<file path="src/pkg/kbd_enc_pkg.sv">
package kbd_enc_pkg;

  // ----------------------------------------
  // table organisation
  // ----------------------------------------
  localparam int DRIVE_COUNT = 8;
  localparam int SENSE_COUNT = 11;
  localparam int BANK_WORDS = 88;
  localparam int BANK_COUNT = 3;
  localparam int TABLE_WORDS = 264;
  localparam int CODE_WIDTH = 9;
  localparam int DATA_WIDTH = 8;
  localparam int PARITY_POS = 8;
  localparam int ADDR_WIDTH = 9;

  // ----------------------------------------
  // reset values and encodings
  // ----------------------------------------
  localparam logic [7:0] DRIVE_RESET = 8'h01;
  localparam logic [10:0] SENSE_RESET = 11'h001;
  localparam logic [1:0] BANK_NORMAL = 2'h0;
  localparam logic [1:0] BANK_SHIFT = 2'h1;
  localparam logic [1:0] BANK_CONTROL = 2'h2;

  // ----------------------------------------
  // timing
  // ----------------------------------------
  localparam int CLK_HZ = 40_000_000;
  localparam int SCAN_HZ = 50_000;
  localparam int SCAN_DIV = CLK_HZ / SCAN_HZ;
  localparam int DEBOUNCE_SCANS = 16;

endpackage

</file>
<file path="src/hw/kbd_code_table.sv">
`timescale 1ns/1ps
module kbd_code_table (
  // lookup
  input wire logic [8:0] addr,
  output logic [8:0] code
);
  // ascii-like fill: shift bank offsets base code, control bank keeps low 5 bits of key index; bit 8 is odd parity over low 7 bits
  function automatic logic [8:0] entry(input logic [8:0] a);
    logic [7:0] d;
    d = 8'(a) + 8'h20;
    if (a >= 9'(kbd_enc_pkg::BANK_WORDS * 2)) begin
      d = 8'(a - 9'(kbd_enc_pkg::BANK_WORDS * 2)) & 8'h1F;
    end
    return {~^d[6:0], d};
  endfunction

  // constant table held as logic; out-of-range index reads zero
  always_comb begin
    code = 9'h000;
    if (addr < 9'(kbd_enc_pkg::TABLE_WORDS)) begin
      code = entry(addr);
    end
  end
endmodule

</file>
<file path="src/hw/keyboard_matrix_encoder.sv">
`timescale 1ns/1ps
// Notes on behaviour
// - a 264 by 9 code table in three banks of 88 words holds one code per key per mode.
// - the shift and control inputs pick which bank supplies the code.
// - the table address joins the bank with the drive and sense counter positions.
// - eight drive lines and eleven sense lines form the 88-key grid.
// - with no key down both counters keep stepping and the strobe stays inactive.
// - a sense line matching the sense counter position raises a match.
// - a match halts scanning, holds the code and then raises the strobe.
// - the code stays stable while the key is held and scanning resumes on release.
// - the strobe waits a settable delay after the match to mask contact bounce.
// - parity output is the stored bit, inverted when the parity invert input is high.
// - the eight data outputs are inverted when the data/strobe invert input is high.
// - the data/strobe invert input also flips the strobe polarity.
// - the table holds up to 264 codes of eight data bits plus parity.
// - the standard pattern gives 8-bit codes with odd parity over the low seven bits.
// - two-key rollover is given and other keys are locked out while one is encoded.
module keyboard_matrix_encoder #(
  parameter int SCAN_DIV = kbd_enc_pkg::SCAN_DIV,
  parameter int DEBOUNCE_SCANS = kbd_enc_pkg::DEBOUNCE_SCANS
) (
  // clock and reset
  input wire logic sys_clk,
  input wire logic sys_rst,
  // key matrix
  output logic [7:0] matrix_drive_lines,
  input wire logic [10:0] matrix_sense_lines,
  // mode and polarity
  input wire logic shift_in,
  input wire logic control_in,
  input wire logic parity_invert,
  input wire logic data_strobe_invert,
  // strobe delay, in scan clocks
  input wire logic [7:0] strobe_delay,
  // code out
  output logic [8:0] code_outputs,
  output logic strobe
);

  typedef enum logic [1:0] {SCANNING, DEBOUNCE, HELD} phase_t;

  typedef struct packed {
    logic [15:0] div;
    logic [7:0] drive;
    logic [10:0] sense;
    logic [3:0] drive_idx;
    logic [3:0] sense_idx;
    phase_t phase;
    logic [7:0] delay_cnt;
    logic [8:0] code;
    logic strobe_int;
    logic [8:0] code_out;
    logic strobe_out;
  } state_t;

  state_t state_reg;
  state_t state_next;
  logic [1:0] bank;
  logic [8:0] addr;
  logic [8:0] rom_code;
  logic tick;
  logic hit;

  // ----------------------------------------
  // bank select and address
  // ----------------------------------------
  // control takes priority when both are high; that combination is not documented
  always_comb begin
    bank = kbd_enc_pkg::BANK_NORMAL;
    if (control_in) begin
      bank = kbd_enc_pkg::BANK_CONTROL;
    end else if (shift_in) begin
      bank = kbd_enc_pkg::BANK_SHIFT;
    end
    addr = 9'(32'(bank) * kbd_enc_pkg::BANK_WORDS
           + 32'(state_reg.drive_idx) * kbd_enc_pkg::SENSE_COUNT
           + 32'(state_reg.sense_idx));
  end

  kbd_code_table u_table (
    .addr(addr),
    .code(rom_code)
  );

  // a closed key joins the active drive line to one sense line
  assign hit = |(matrix_sense_lines & state_reg.sense) & (state_reg.drive != 8'h00);
  assign tick = (state_reg.div == 16'(SCAN_DIV - 1));

  // ----------------------------------------
  // scan, match, debounce and hold
  // ----------------------------------------
  always_comb begin
    state_next = state_reg;
    state_next.div = tick ? 16'h0000 : state_reg.div + 16'h0001;
    case (state_reg.phase)
      SCANNING: begin
        state_next.strobe_int = 1'b0;
        if (hit) begin
          state_next.phase = DEBOUNCE;
          state_next.code = rom_code;
          state_next.delay_cnt = 8'h00;
        end else if (tick) begin
          // sense ring steps every tick, drive ring once per sense wrap
          state_next.sense = {state_reg.sense[9:0], state_reg.sense[10]};
          state_next.sense_idx = (state_reg.sense_idx == 4'hA) ? 4'h0 : state_reg.sense_idx + 4'h1;
          if (state_reg.sense[10]) begin
            state_next.drive = {state_reg.drive[6:0], state_reg.drive[7]};
            state_next.drive_idx = (state_reg.drive_idx == 4'h7) ? 4'h0 : state_reg.drive_idx + 4'h1;
          end
        end
      end
      DEBOUNCE: begin
        // a bounce open restarts the scan so no false code is strobed
        if (!hit) begin
          state_next.phase = SCANNING;
        end else if (tick) begin
          if (state_reg.delay_cnt >= strobe_delay) begin
            state_next.phase = HELD;
            state_next.strobe_int = 1'b1;
          end else begin
            state_next.delay_cnt = state_reg.delay_cnt + 8'h01;
          end
        end
      end
      HELD: begin
        // counters frozen: other keys are not seen until this one lifts
        if (!hit) begin
          state_next.phase = SCANNING;
          state_next.strobe_int = 1'b0;
        end
      end
      default: begin
        state_next.phase = SCANNING;
      end
    endcase
    // output polarity stage
    state_next.code_out = {state_next.code[8] ^ parity_invert,
                           state_next.code[7:0] ^ {8{data_strobe_invert}}};
    state_next.strobe_out = state_next.strobe_int ^ data_strobe_invert;
  end

  // ----------------------------------------
  // state register
  // ----------------------------------------
  always_ff @(posedge sys_clk) begin
    if (sys_rst) begin
      state_reg <= '{div: 16'h0000, drive: kbd_enc_pkg::DRIVE_RESET, sense: kbd_enc_pkg::SENSE_RESET,
                     drive_idx: 4'h0, sense_idx: 4'h0, phase: SCANNING, delay_cnt: 8'h00,
                     code: 9'h000, strobe_int: 1'b0, code_out: 9'h000, strobe_out: 1'b0};
    end else begin
      state_reg <= state_next;
    end
  end

  assign matrix_drive_lines = state_reg.drive;
  assign code_outputs = state_reg.code_out;
  assign strobe = state_reg.strobe_out;
endmodule

</file>
<file path="config.mk">
export PLATFORM = sky130hd
export DESIGN_NAME = keyboard_matrix_encoder
export DESIGN_NICKNAME = d
export VERILOG_FILES = /design/src/pkg/kbd_enc_pkg.sv /design/src/hw/kbd_code_table.sv /design/src/hw/keyboard_matrix_encoder.sv
export SDC_FILE = /design/constraint.sdc
export NUM_CORES = 1
export LEC_CHECK = 0
export ABC_AREA = 1
export ABC_CLOCK_PERIOD_IN_PS = 6580
export BUFFER_PORTS_ARGS = -buffer_cell sky130_fd_sc_hd__buf_4
export CORE_MARGIN = 2
export CORE_UTILIZATION = 40
export DETAILED_ROUTE_END_ITERATION = 12
export GPL_ROUTABILITY_DRIVEN = 0
export PLACE_DENSITY = 0.66
export SLEW_MARGIN = 0
export SYNTH_ARGS = -nofsm -noshare
export SYNTH_HDL_FRONTEND = slang
export SYNTH_HIERARCHICAL = 1
export SYNTH_SLANG_ARGS = --single-unit
</file>
<file path="constraint.sdc">
create_clock -name sys_clk -period 6.58 [get_ports sys_clk]
set_clock_uncertainty 0.15 [all_clocks]
set_input_delay 1.316 -clock sys_clk [delete_from_list [all_inputs] [get_ports sys_clk]]
set_output_delay 1.316 -clock sys_clk [all_outputs]
set_load 0.01 [all_outputs]
</file>
* After elaboration in Yosys (flattened, before gate mapping)
Index checks and enable logic that the tools add are counted.
** Operators by class
- Shifts and indexed selects :: 0
- $lt $le $gt $ge :: 3
- Multiply operators :: 2
- Mux-type cells :: 22
- Bitwise gates (word level) :: 6
- Reduce and logical (&&, ||, !) cells :: 10
- Add/subtract/negate cells :: 8
- Eq/ne operators :: 12
- Divide/modulo/power cells :: 0
** Operators with widths (count)
- $mux 8 :: 4
- $mux 19 :: 1
- $mux 9 :: 2
- $add 16x1->16 const B :: 1
- $eq 16x10->1 const B :: 1
- $pmux 8 s2 :: 1
- $and 11x11->11 :: 1
- $reduce_or 11->1 :: 1
- $mux 10 :: 1
- $ne 2x2->1 const B :: 5
- $add 9x4->9 :: 1
- $add 9x8->9 :: 1
- $ge 9x8->1 const B :: 1
- $lt 9x9->1 const B :: 1
- $add 4x1->4 const B :: 2
- $add 8x1->8 const B :: 1
- $add 8x6->8 const B :: 1
- $ge 8x8->1 :: 1
- $mul 4x4->8 const B :: 1
- $mux 2 :: 4
- $mux 4 :: 2
- $reduce_and 4->1 :: 2
- $reduce_bool 8->1 :: 1
- $xor 8x8->8 :: 1
- other kinds (19) :: 25
** Storage, ports and cells
- Memory bits (read-only) :: 0
- RAM bits :: 0
- Memories kept :: 0
- Latch bits :: 0
- Register bits after elaboration :: 73
- Logic and storage cells :: 74

* Depth between registers and ports, before layout
- Depth after elaboration :: 13
- Depth in mapped cells :: 28

* By module
The synthesis kept the hierarchy.
** By module, submodules not included
- keyboard_matrix_encoder :: instances 1, cells each 627, area an instance 4448.0 um^2, seq. area each 1461.4 um^2
- kbd_code_table :: instances 1, cells each 51, area an instance 270.3 um^2, seq. area each 0.0 um^2

* Least setup slack after synthesis
Ideal clock, no wire load.
- Path kind :: input-to-reg
- Start :: input port shift_in
- End :: register state_reg (netlist bit code_outputs[8])
- Required time :: 6.317 ns
- Slack :: 1.515 ns
- Data arrival time :: 4.802 ns
- Buffers on the path :: 0
- Cell stages on the path :: 25
- Cells stage by stage :: inv_1 > nor2_1 > fa_1 > ha_1 > inv_1 > fa_1 > fa_1 > o21ai_0 > xor2_1 > inv_1 > ha_1 > nand2_1 > nand2_1 > nand2_2 > nand3_1 > nand3_1 > nand2_1 > nand2_1 > inv_1 > nor2_1 > inv_1 > nand2_1 > o21ai_1 > nor2_1 > nor2_1
** Between the ends
- Cells in the longest elaborated chain, start to end :: 13
- Elaborated cells on any way between the ends :: 16
- Those cells by class :: add/sub: 4; mul: 1; order compare: 2; mux: 7; bitwise: 1; reduce/logical: 1
** Ends and longest elaborated chain
- from (decl) :: line keyboard_matrix_encoder.sv:29 : input wire logic shift_in,
- $mux 1 * :: line keyboard_matrix_encoder.sv:72 : end else if (shift_in) begin
- $mux 2 * :: line keyboard_matrix_encoder.sv:70 : if (control_in) begin
- $mul 2x4->6 * :: line keyboard_matrix_encoder.sv:75 : addr = 9'(32'(bank) * kbd_enc_pkg::BANK_WORDS
- $add 9x8->9 * :: line keyboard_matrix_encoder.sv:76 : + 32'(state_reg.drive_idx) * kbd_enc_pkg::SENSE_COUNT
- $add 9x4->9 * :: line keyboard_matrix_encoder.sv:77 : + 32'(state_reg.sense_idx));
- net addr[6] :: line keyboard_matrix_encoder.sv:59 : logic [8:0] addr;
- $add 8x6->8 / $ge 9x8->1 (equally long branches) :: line kbd_code_table.sv:10, kbd_code_table.sv:11
- $mux 8 :: line kbd_code_table.sv:11 : if (a >= 9'(kbd_enc_pkg::BANK_WORDS * 2)) begin
- $mux 8 :: line kbd_code_table.sv:20 : if (addr < 9'(kbd_enc_pkg::TABLE_WORDS)) begin
- $reduce_xnor 7->1 :: line kbd_code_table.sv:14 : return {~^d[6:0], d};
- $mux 9 * :: line kbd_code_table.sv:20
- net rom_code[8] :: line keyboard_matrix_encoder.sv:60 : logic [8:0] rom_code;
- $mux 19 * :: line keyboard_matrix_encoder.sv:98 : if (hit) begin
- $mux 9 * :: line keyboard_matrix_encoder.sv:95 : case (state_reg.phase)
- $xor 1x1->1 * :: line keyboard_matrix_encoder.sv:137 : state_next.code_out = {state_next.code[8] ^ parity_invert,
- to (signal assigned) :: line keyboard_matrix_encoder.sv:147 : state_reg <= '{div: 16'h0000, drive: kbd_enc_pkg::DRIVE_RESET, sense: kbd_enc_pkg::SENSE_RESET,
- to (signal assigned) :: line keyboard_matrix_encoder.sv:151 : state_reg <= state_next;
- to (decl) :: line keyboard_matrix_encoder.sv:56 : state_t state_reg;
The timed path passes the listed nets; every way through them passes the cells marked *. The select of a mux whose other input is x is not followed.
A chain may end at the register's enable or synchronous reset.

* Worst setup path in the final report
- Start :: input port control_in
- End :: register state_reg (netlist bit code_outputs[8])
** Between the ends
- Cells in the longest elaborated chain, start to end :: 12
- Elaborated cells on any way between the ends :: 15
- Those cells by class :: add/sub: 4; mul: 1; order compare: 2; mux: 6; bitwise: 1; reduce/logical: 1
** Ends and longest elaborated chain
- from (decl) :: line keyboard_matrix_encoder.sv:30 : input wire logic control_in,
- $mux 2 * :: line keyboard_matrix_encoder.sv:70
- $mul 2x4->6 * :: line keyboard_matrix_encoder.sv:75
- $add 9x8->9 * :: line keyboard_matrix_encoder.sv:76
- $add 9x4->9 * :: line keyboard_matrix_encoder.sv:77
- net addr[6] :: line keyboard_matrix_encoder.sv:59
- $add 8x6->8 / $ge 9x8->1 (equally long branches) :: line kbd_code_table.sv:10, kbd_code_table.sv:11
- $mux 8 :: line kbd_code_table.sv:11
- $mux 8 :: line kbd_code_table.sv:20
- $reduce_xnor 7->1 :: line kbd_code_table.sv:14
- $mux 9 * :: line kbd_code_table.sv:20
- net rom_code[8] :: line keyboard_matrix_encoder.sv:60
- $mux 19 * :: line keyboard_matrix_encoder.sv:98
- $mux 9 * :: line keyboard_matrix_encoder.sv:95
- $xor 1x1->1 * :: line keyboard_matrix_encoder.sv:137
Marks and branches as above.

==> flow_results.xml <==
<?xml version="1.0" encoding="UTF-8"?>
<metrics>
  <group name="run_status">
    <metric name="run_status" unit="">finished, final reports clean</metric>
  </group>
  <group name="cts">
    <metric name="numCtsBuffers" unit="">9</metric>
    <metric name="worst_skew_pair.late_latency" unit="ns">0.34</metric>
    <metric name="post_cts_resize_count" unit="">0</metric>
    <metric name="clockBufferDepth" unit="">2</metric>
    <metric name="htree_levels" unit="">3</metric>
    <metric name="cts_hold_buf" unit="">0</metric>
    <metric name="cts.sinks" unit="">73</metric>
    <metric name="cts_root_buf" unit="">clkbuf_16</metric>
    <metric name="clk_transition_reported_paths" unit="ns">0.06</metric>
    <metric name="cts_tree" unit="">done</metric>
    <metric name="cts.repair_timing.setup_buffer_count" unit="">0</metric>
  </group>
  <group name="grt">
    <metric name="gr-max-usage-layer" unit="">met2</metric>
    <metric name="grt_util_met1" unit="">0.197</metric>
    <metric name="grt_pass1_vias" unit="">3856</metric>
    <metric name="grt_remaining_overflow" unit="">0</metric>
    <metric name="grt_first_pass_wirelength" unit="mm">16.7</metric>
    <metric name="number_of_antenna_violations_at_the_first_check_in_global_routing" unit="">0</metric>
    <metric name="largest_net_degree_at_the_start_of_global_routing" unit="">33</metric>
    <metric name="groute.layer.met2.usage" unit="">0.276</metric>
    <metric name="use_met3" unit="">0.0405</metric>
    <metric name="grt_use_total" unit="">0.161</metric>
  </group>
  <group name="logic_synthesis">
    <metric name="ys_seq_area_frac" unit="">0.310</metric>
    <metric name="synth.net_count" unit="">745</metric>
    <metric name="mean_instance_size_in_the_synthesized_netlist" unit="um2">6.96</metric>
    <metric name="yosys_register_bits" unit="">73</metric>
    <metric name="synthesis.yosys.warnings" unit="">6</metric>
    <metric name="synth.area.top_cells" unit="">dfxtp_1 31%, nand2_1 11%, ha_1 9.3%, nor2_1 8.8%, inv_1 6.6%</metric>
    <metric name="syn_area" unit="um2">4720</metric>
    <metric name="cell_count_after_synthesis" unit="">678</metric>
    <metric name="synth_cell_type_count" unit="">39</metric>
    <metric name="yosysTopAreaCellShare" unit="">0.310</metric>
    <metric name="synth.largest_area_cell" unit="">dfxtp_1</metric>
  </group>
  <group name="setup_path">
    <metric name="regToRegEndpoint" unit="">code_outputs[8]</metric>
    <metric name="critical-path-slowest-cell" unit="">fa_1</metric>
    <metric name="crit_arrival" unit="ns">5.25</metric>
    <metric name="maximum_cell_stage_delay_along_the_critical_path" unit="ns">0.52</metric>
    <metric name="reg2reg_from" unit="">state_reg[36]</metric>
    <metric name="crit_required" unit="ns">6.66</metric>
    <metric name="crit_family" unit="">adder cells</metric>
    <metric name="worst-path-buf-inv" unit="">5</metric>
    <metric name="cell_depth_of_the_worst_flop_to_flop_path" unit="">26</metric>
    <metric name="r2r_setup_slack" unit="ns">2.15</metric>
    <metric name="worst-setup-path-type" unit="">in2reg</metric>
    <metric name="worstSetupEndpointType" unit="">flip-flop</metric>
    <metric name="crit_path_start_kind" unit="">primary input</metric>
    <metric name="cp_max_fo" unit="">5</metric>
    <metric name="critical-path-top-cell-by-count" unit="">nand2_1</metric>
  </group>
  <group name="finish">
    <metric name="areaGrowthSynthToFinish" unit="%">12.4</metric>
    <metric name="final.fill_count" unit="">1125</metric>
    <metric name="antenna_cells" unit="">0</metric>
    <metric name="multiInputGateArea" unit="um2">2660</metric>
    <metric name="final-seq-area" unit="um2">1460</metric>
    <metric name="final_cell_area" unit="um2">5300</metric>
    <metric name="final_layout_size_suffix_gt1_frac" unit="">0.145</metric>
    <metric name="final_net_count" unit="">764</metric>
    <metric name="largest_register_ffs" unit="">55</metric>
    <metric name="final-instance-count-excl-fill" unit="">845</metric>
  </group>
  <group name="detailed_routing">
    <metric name="vias_per_cell" unit="">4.78</metric>
    <metric name="drt_iter0_markers" unit="">199</metric>
    <metric name="finalWirelength" unit="mm">9.58</metric>
    <metric name="post-route-drc-count" unit="">0</metric>
    <metric name="avgRoutedWirePerCell" unit="um">11.3</metric>
    <metric name="vias" unit="">4036</metric>
    <metric name="dr.pass1.iters" unit="">4</metric>
    <metric name="postRouteAntennaNets" unit="">0</metric>
  </group>
  <group name="timing">
    <metric name="post-route-min-period" unit="ns">5.17</metric>
    <metric name="maxSlewViolCount" unit="">0</metric>
    <metric name="finalSetupViolCount" unit="">0</metric>
    <metric name="slew_headroom" unit="">0.307</metric>
    <metric name="tightest_slew" unit="ns">1.04</metric>
    <metric name="final_critical_path_setup_slack" unit="ns">1.41</metric>
    <metric name="unrepaired_setup_endpoints_after_global_routing" unit="">no</metric>
    <metric name="hold_violations" unit="">0</metric>
    <metric name="fin_crit_sh" unit="">0.785</metric>
    <metric name="maximum_clock_rate" unit="MHz">194</metric>
    <metric name="total_negative_slack_for_setup_checks" unit="ns">0</metric>
  </group>
  <group name="hold_path">
    <metric name="min-delay-start" unit="">state_reg[57]</metric>
    <metric name="hold-path-cell-count" unit="">1</metric>
    <metric name="hp-class" unit="">reg2reg</metric>
    <metric name="worstHoldEndpoint" unit="">state_reg[57]</metric>
  </group>
  <group name="floorplanning">
    <metric name="die_extent_in_y" unit="um">113</metric>
    <metric name="rows" unit="">39</metric>
    <metric name="initial_core_utilization" unit="">0.411</metric>
    <metric name="die-width" unit="um">113</metric>
    <metric name="ioPinCount" unit="">43</metric>
    <metric name="die_footprint" unit="um2">12700</metric>
    <metric name="design.core.area" unit="um2">11500</metric>
  </group>
  <group name="power_and_ir_drop">
    <metric name="static-leakage-power" unit="nW">2.60</metric>
    <metric name="p_seq_frac" unit="">0.420</metric>
    <metric name="power.clock.fraction" unit="">0.486</metric>
    <metric name="comb_power_share" unit="">0.094</metric>
    <metric name="switching_share" unit="">0.236</metric>
    <metric name="p_sw" unit="uW">259</metric>
    <metric name="totalPowerFinal" unit="mW">1.10</metric>
    <metric name="worst_ir_drop_vdd" unit="V">0.000111</metric>
    <metric name="internal_power" unit="uW">839</metric>
    <metric name="powerDensity" unit="nW/um2">207</metric>
  </group>
  <group name="place">
    <metric name="port-buffer-count" unit="">42</metric>
    <metric name="dp_worst_setup_slack" unit="ns">1.07</metric>
    <metric name="dpl_cell_area" unit="um2">4970</metric>
    <metric name="dp.final_hpwl" unit="mm">7.08</metric>
    <metric name="dp_cells" unit="">829</metric>
  </group>
  <group name="job">
    <metric name="max_cap_violations" unit="">0</metric>
  </group>
</metrics>
-- cells in the mapped netlist (all sizes together) --
| cell | count |
|---|---|
| nand2 | 160 |
| nor2 | 119 |
| inv | 91 |
| dfxtp | 73 |
| nand3 | 40 |
| a21oi | 38 |
| ha | 35 |
| buf | 26 |
| o21ai | 26 |
| nand4 | 12 |
| nor3 | 12 |
| xor2 | 9 |
| clkbuf | 8 |
| fa | 7 |
| clkinv | 4 |
| or2 | 4 |
| xnor2 | 4 |
| nand3b | 2 |
| nor3b | 2 |
| a211oi | 1 |
| a31oi | 1 |
| nand2b | 1 |
| o211ai | 1 |
| o21a | 1 |
| o21bai | 1 |
-- stage by stage --
step                      hold WS, ns  utilization
after floorplan                 0.268            -
after global placement          0.279        0.434
after detailed placement        0.293        0.434
after CTS                       0.303        0.462
after global routing            0.320        0.462
final                           0.303        0.462
-- power by group through the flow --
stage          Combinational [mW]  Sequential, mW  Clock (mW)
6_report                    0.104           0.461       0.534
5_1_grt                     0.119           0.462       0.564
4_1_cts                     0.105           0.461       0.542
3_5_place_dp                0.104           0.470           0
3_3_place_gp                0.101           0.470           0
2_1_floorplan              0.0804           0.469           0
-- area by class of cell --
| type | instances | area share |
|---|---|---|
| sequential | 73 | 0.276 |
| clock inverter | 6 | 0.0170 |
| clock buffer | 10 | 0.0451 |
| timing repair buffer | 42 | 0.0595 |
| tap | 143 | 0.0338 |
| multi-input combinational | 476 | 0.501 |
| inverter | 95 | 0.0680 |
-- how the worst max path moves through the flow --
stage / startpoint / endpoint / slack, ns / cells past startpoint
after CTS: control_in / code_outputs[8] / 1.42 / 25
final: control_in / code_outputs[8] / 1.41 / 25
after global routing: control_in / code_outputs[8] / 1.07 / 25
after detailed placement: control_in / code_outputs[8] / 1.07 / 25
after global placement: control_in / code_outputs[8] / 1.23 / 25
after floorplan: shift_in / code_outputs[8] / 1.52 / 25
-- kinds of logic (layout without fill, tap and decap cells) --
kind of cell             Yosys count  in the layout  share of synthesized area
XOR/XNOR                          13             13                     0.0241
AO/OA/AOI/OAI                     69             69                     0.0756
flip-flops                        73             73                      0.310
AND/OR/NAND/NOR                  352            352                      0.341
adder cells (fa/ha/maj)           42             42                      0.123
buffers and inverters            129            153                      0.127
-- layout by cell type, fill, tap and decap left out, types with 9 or more instances in the layout --
cell type / n
nand2_1: 143
nand4_1: 12
nand2_2: 10
buf_4: 42
clkbuf_16: 9
a21oi_1: 38
nor2_1: 111
o21ai_0: 23
ha_1: 35
nand3_1: 38
dfxtp_1: 73
inv_1: 83
xor2_1: 9
-- routing by layer --
layer  part of all wire  vias up
li1                   -     2160
met2               0.48       61
met3              0.034        6
met4              0.011        0
met1               0.47     1809
met5                  0        -
Note: power is estimated with default switching activity, not from simulation.
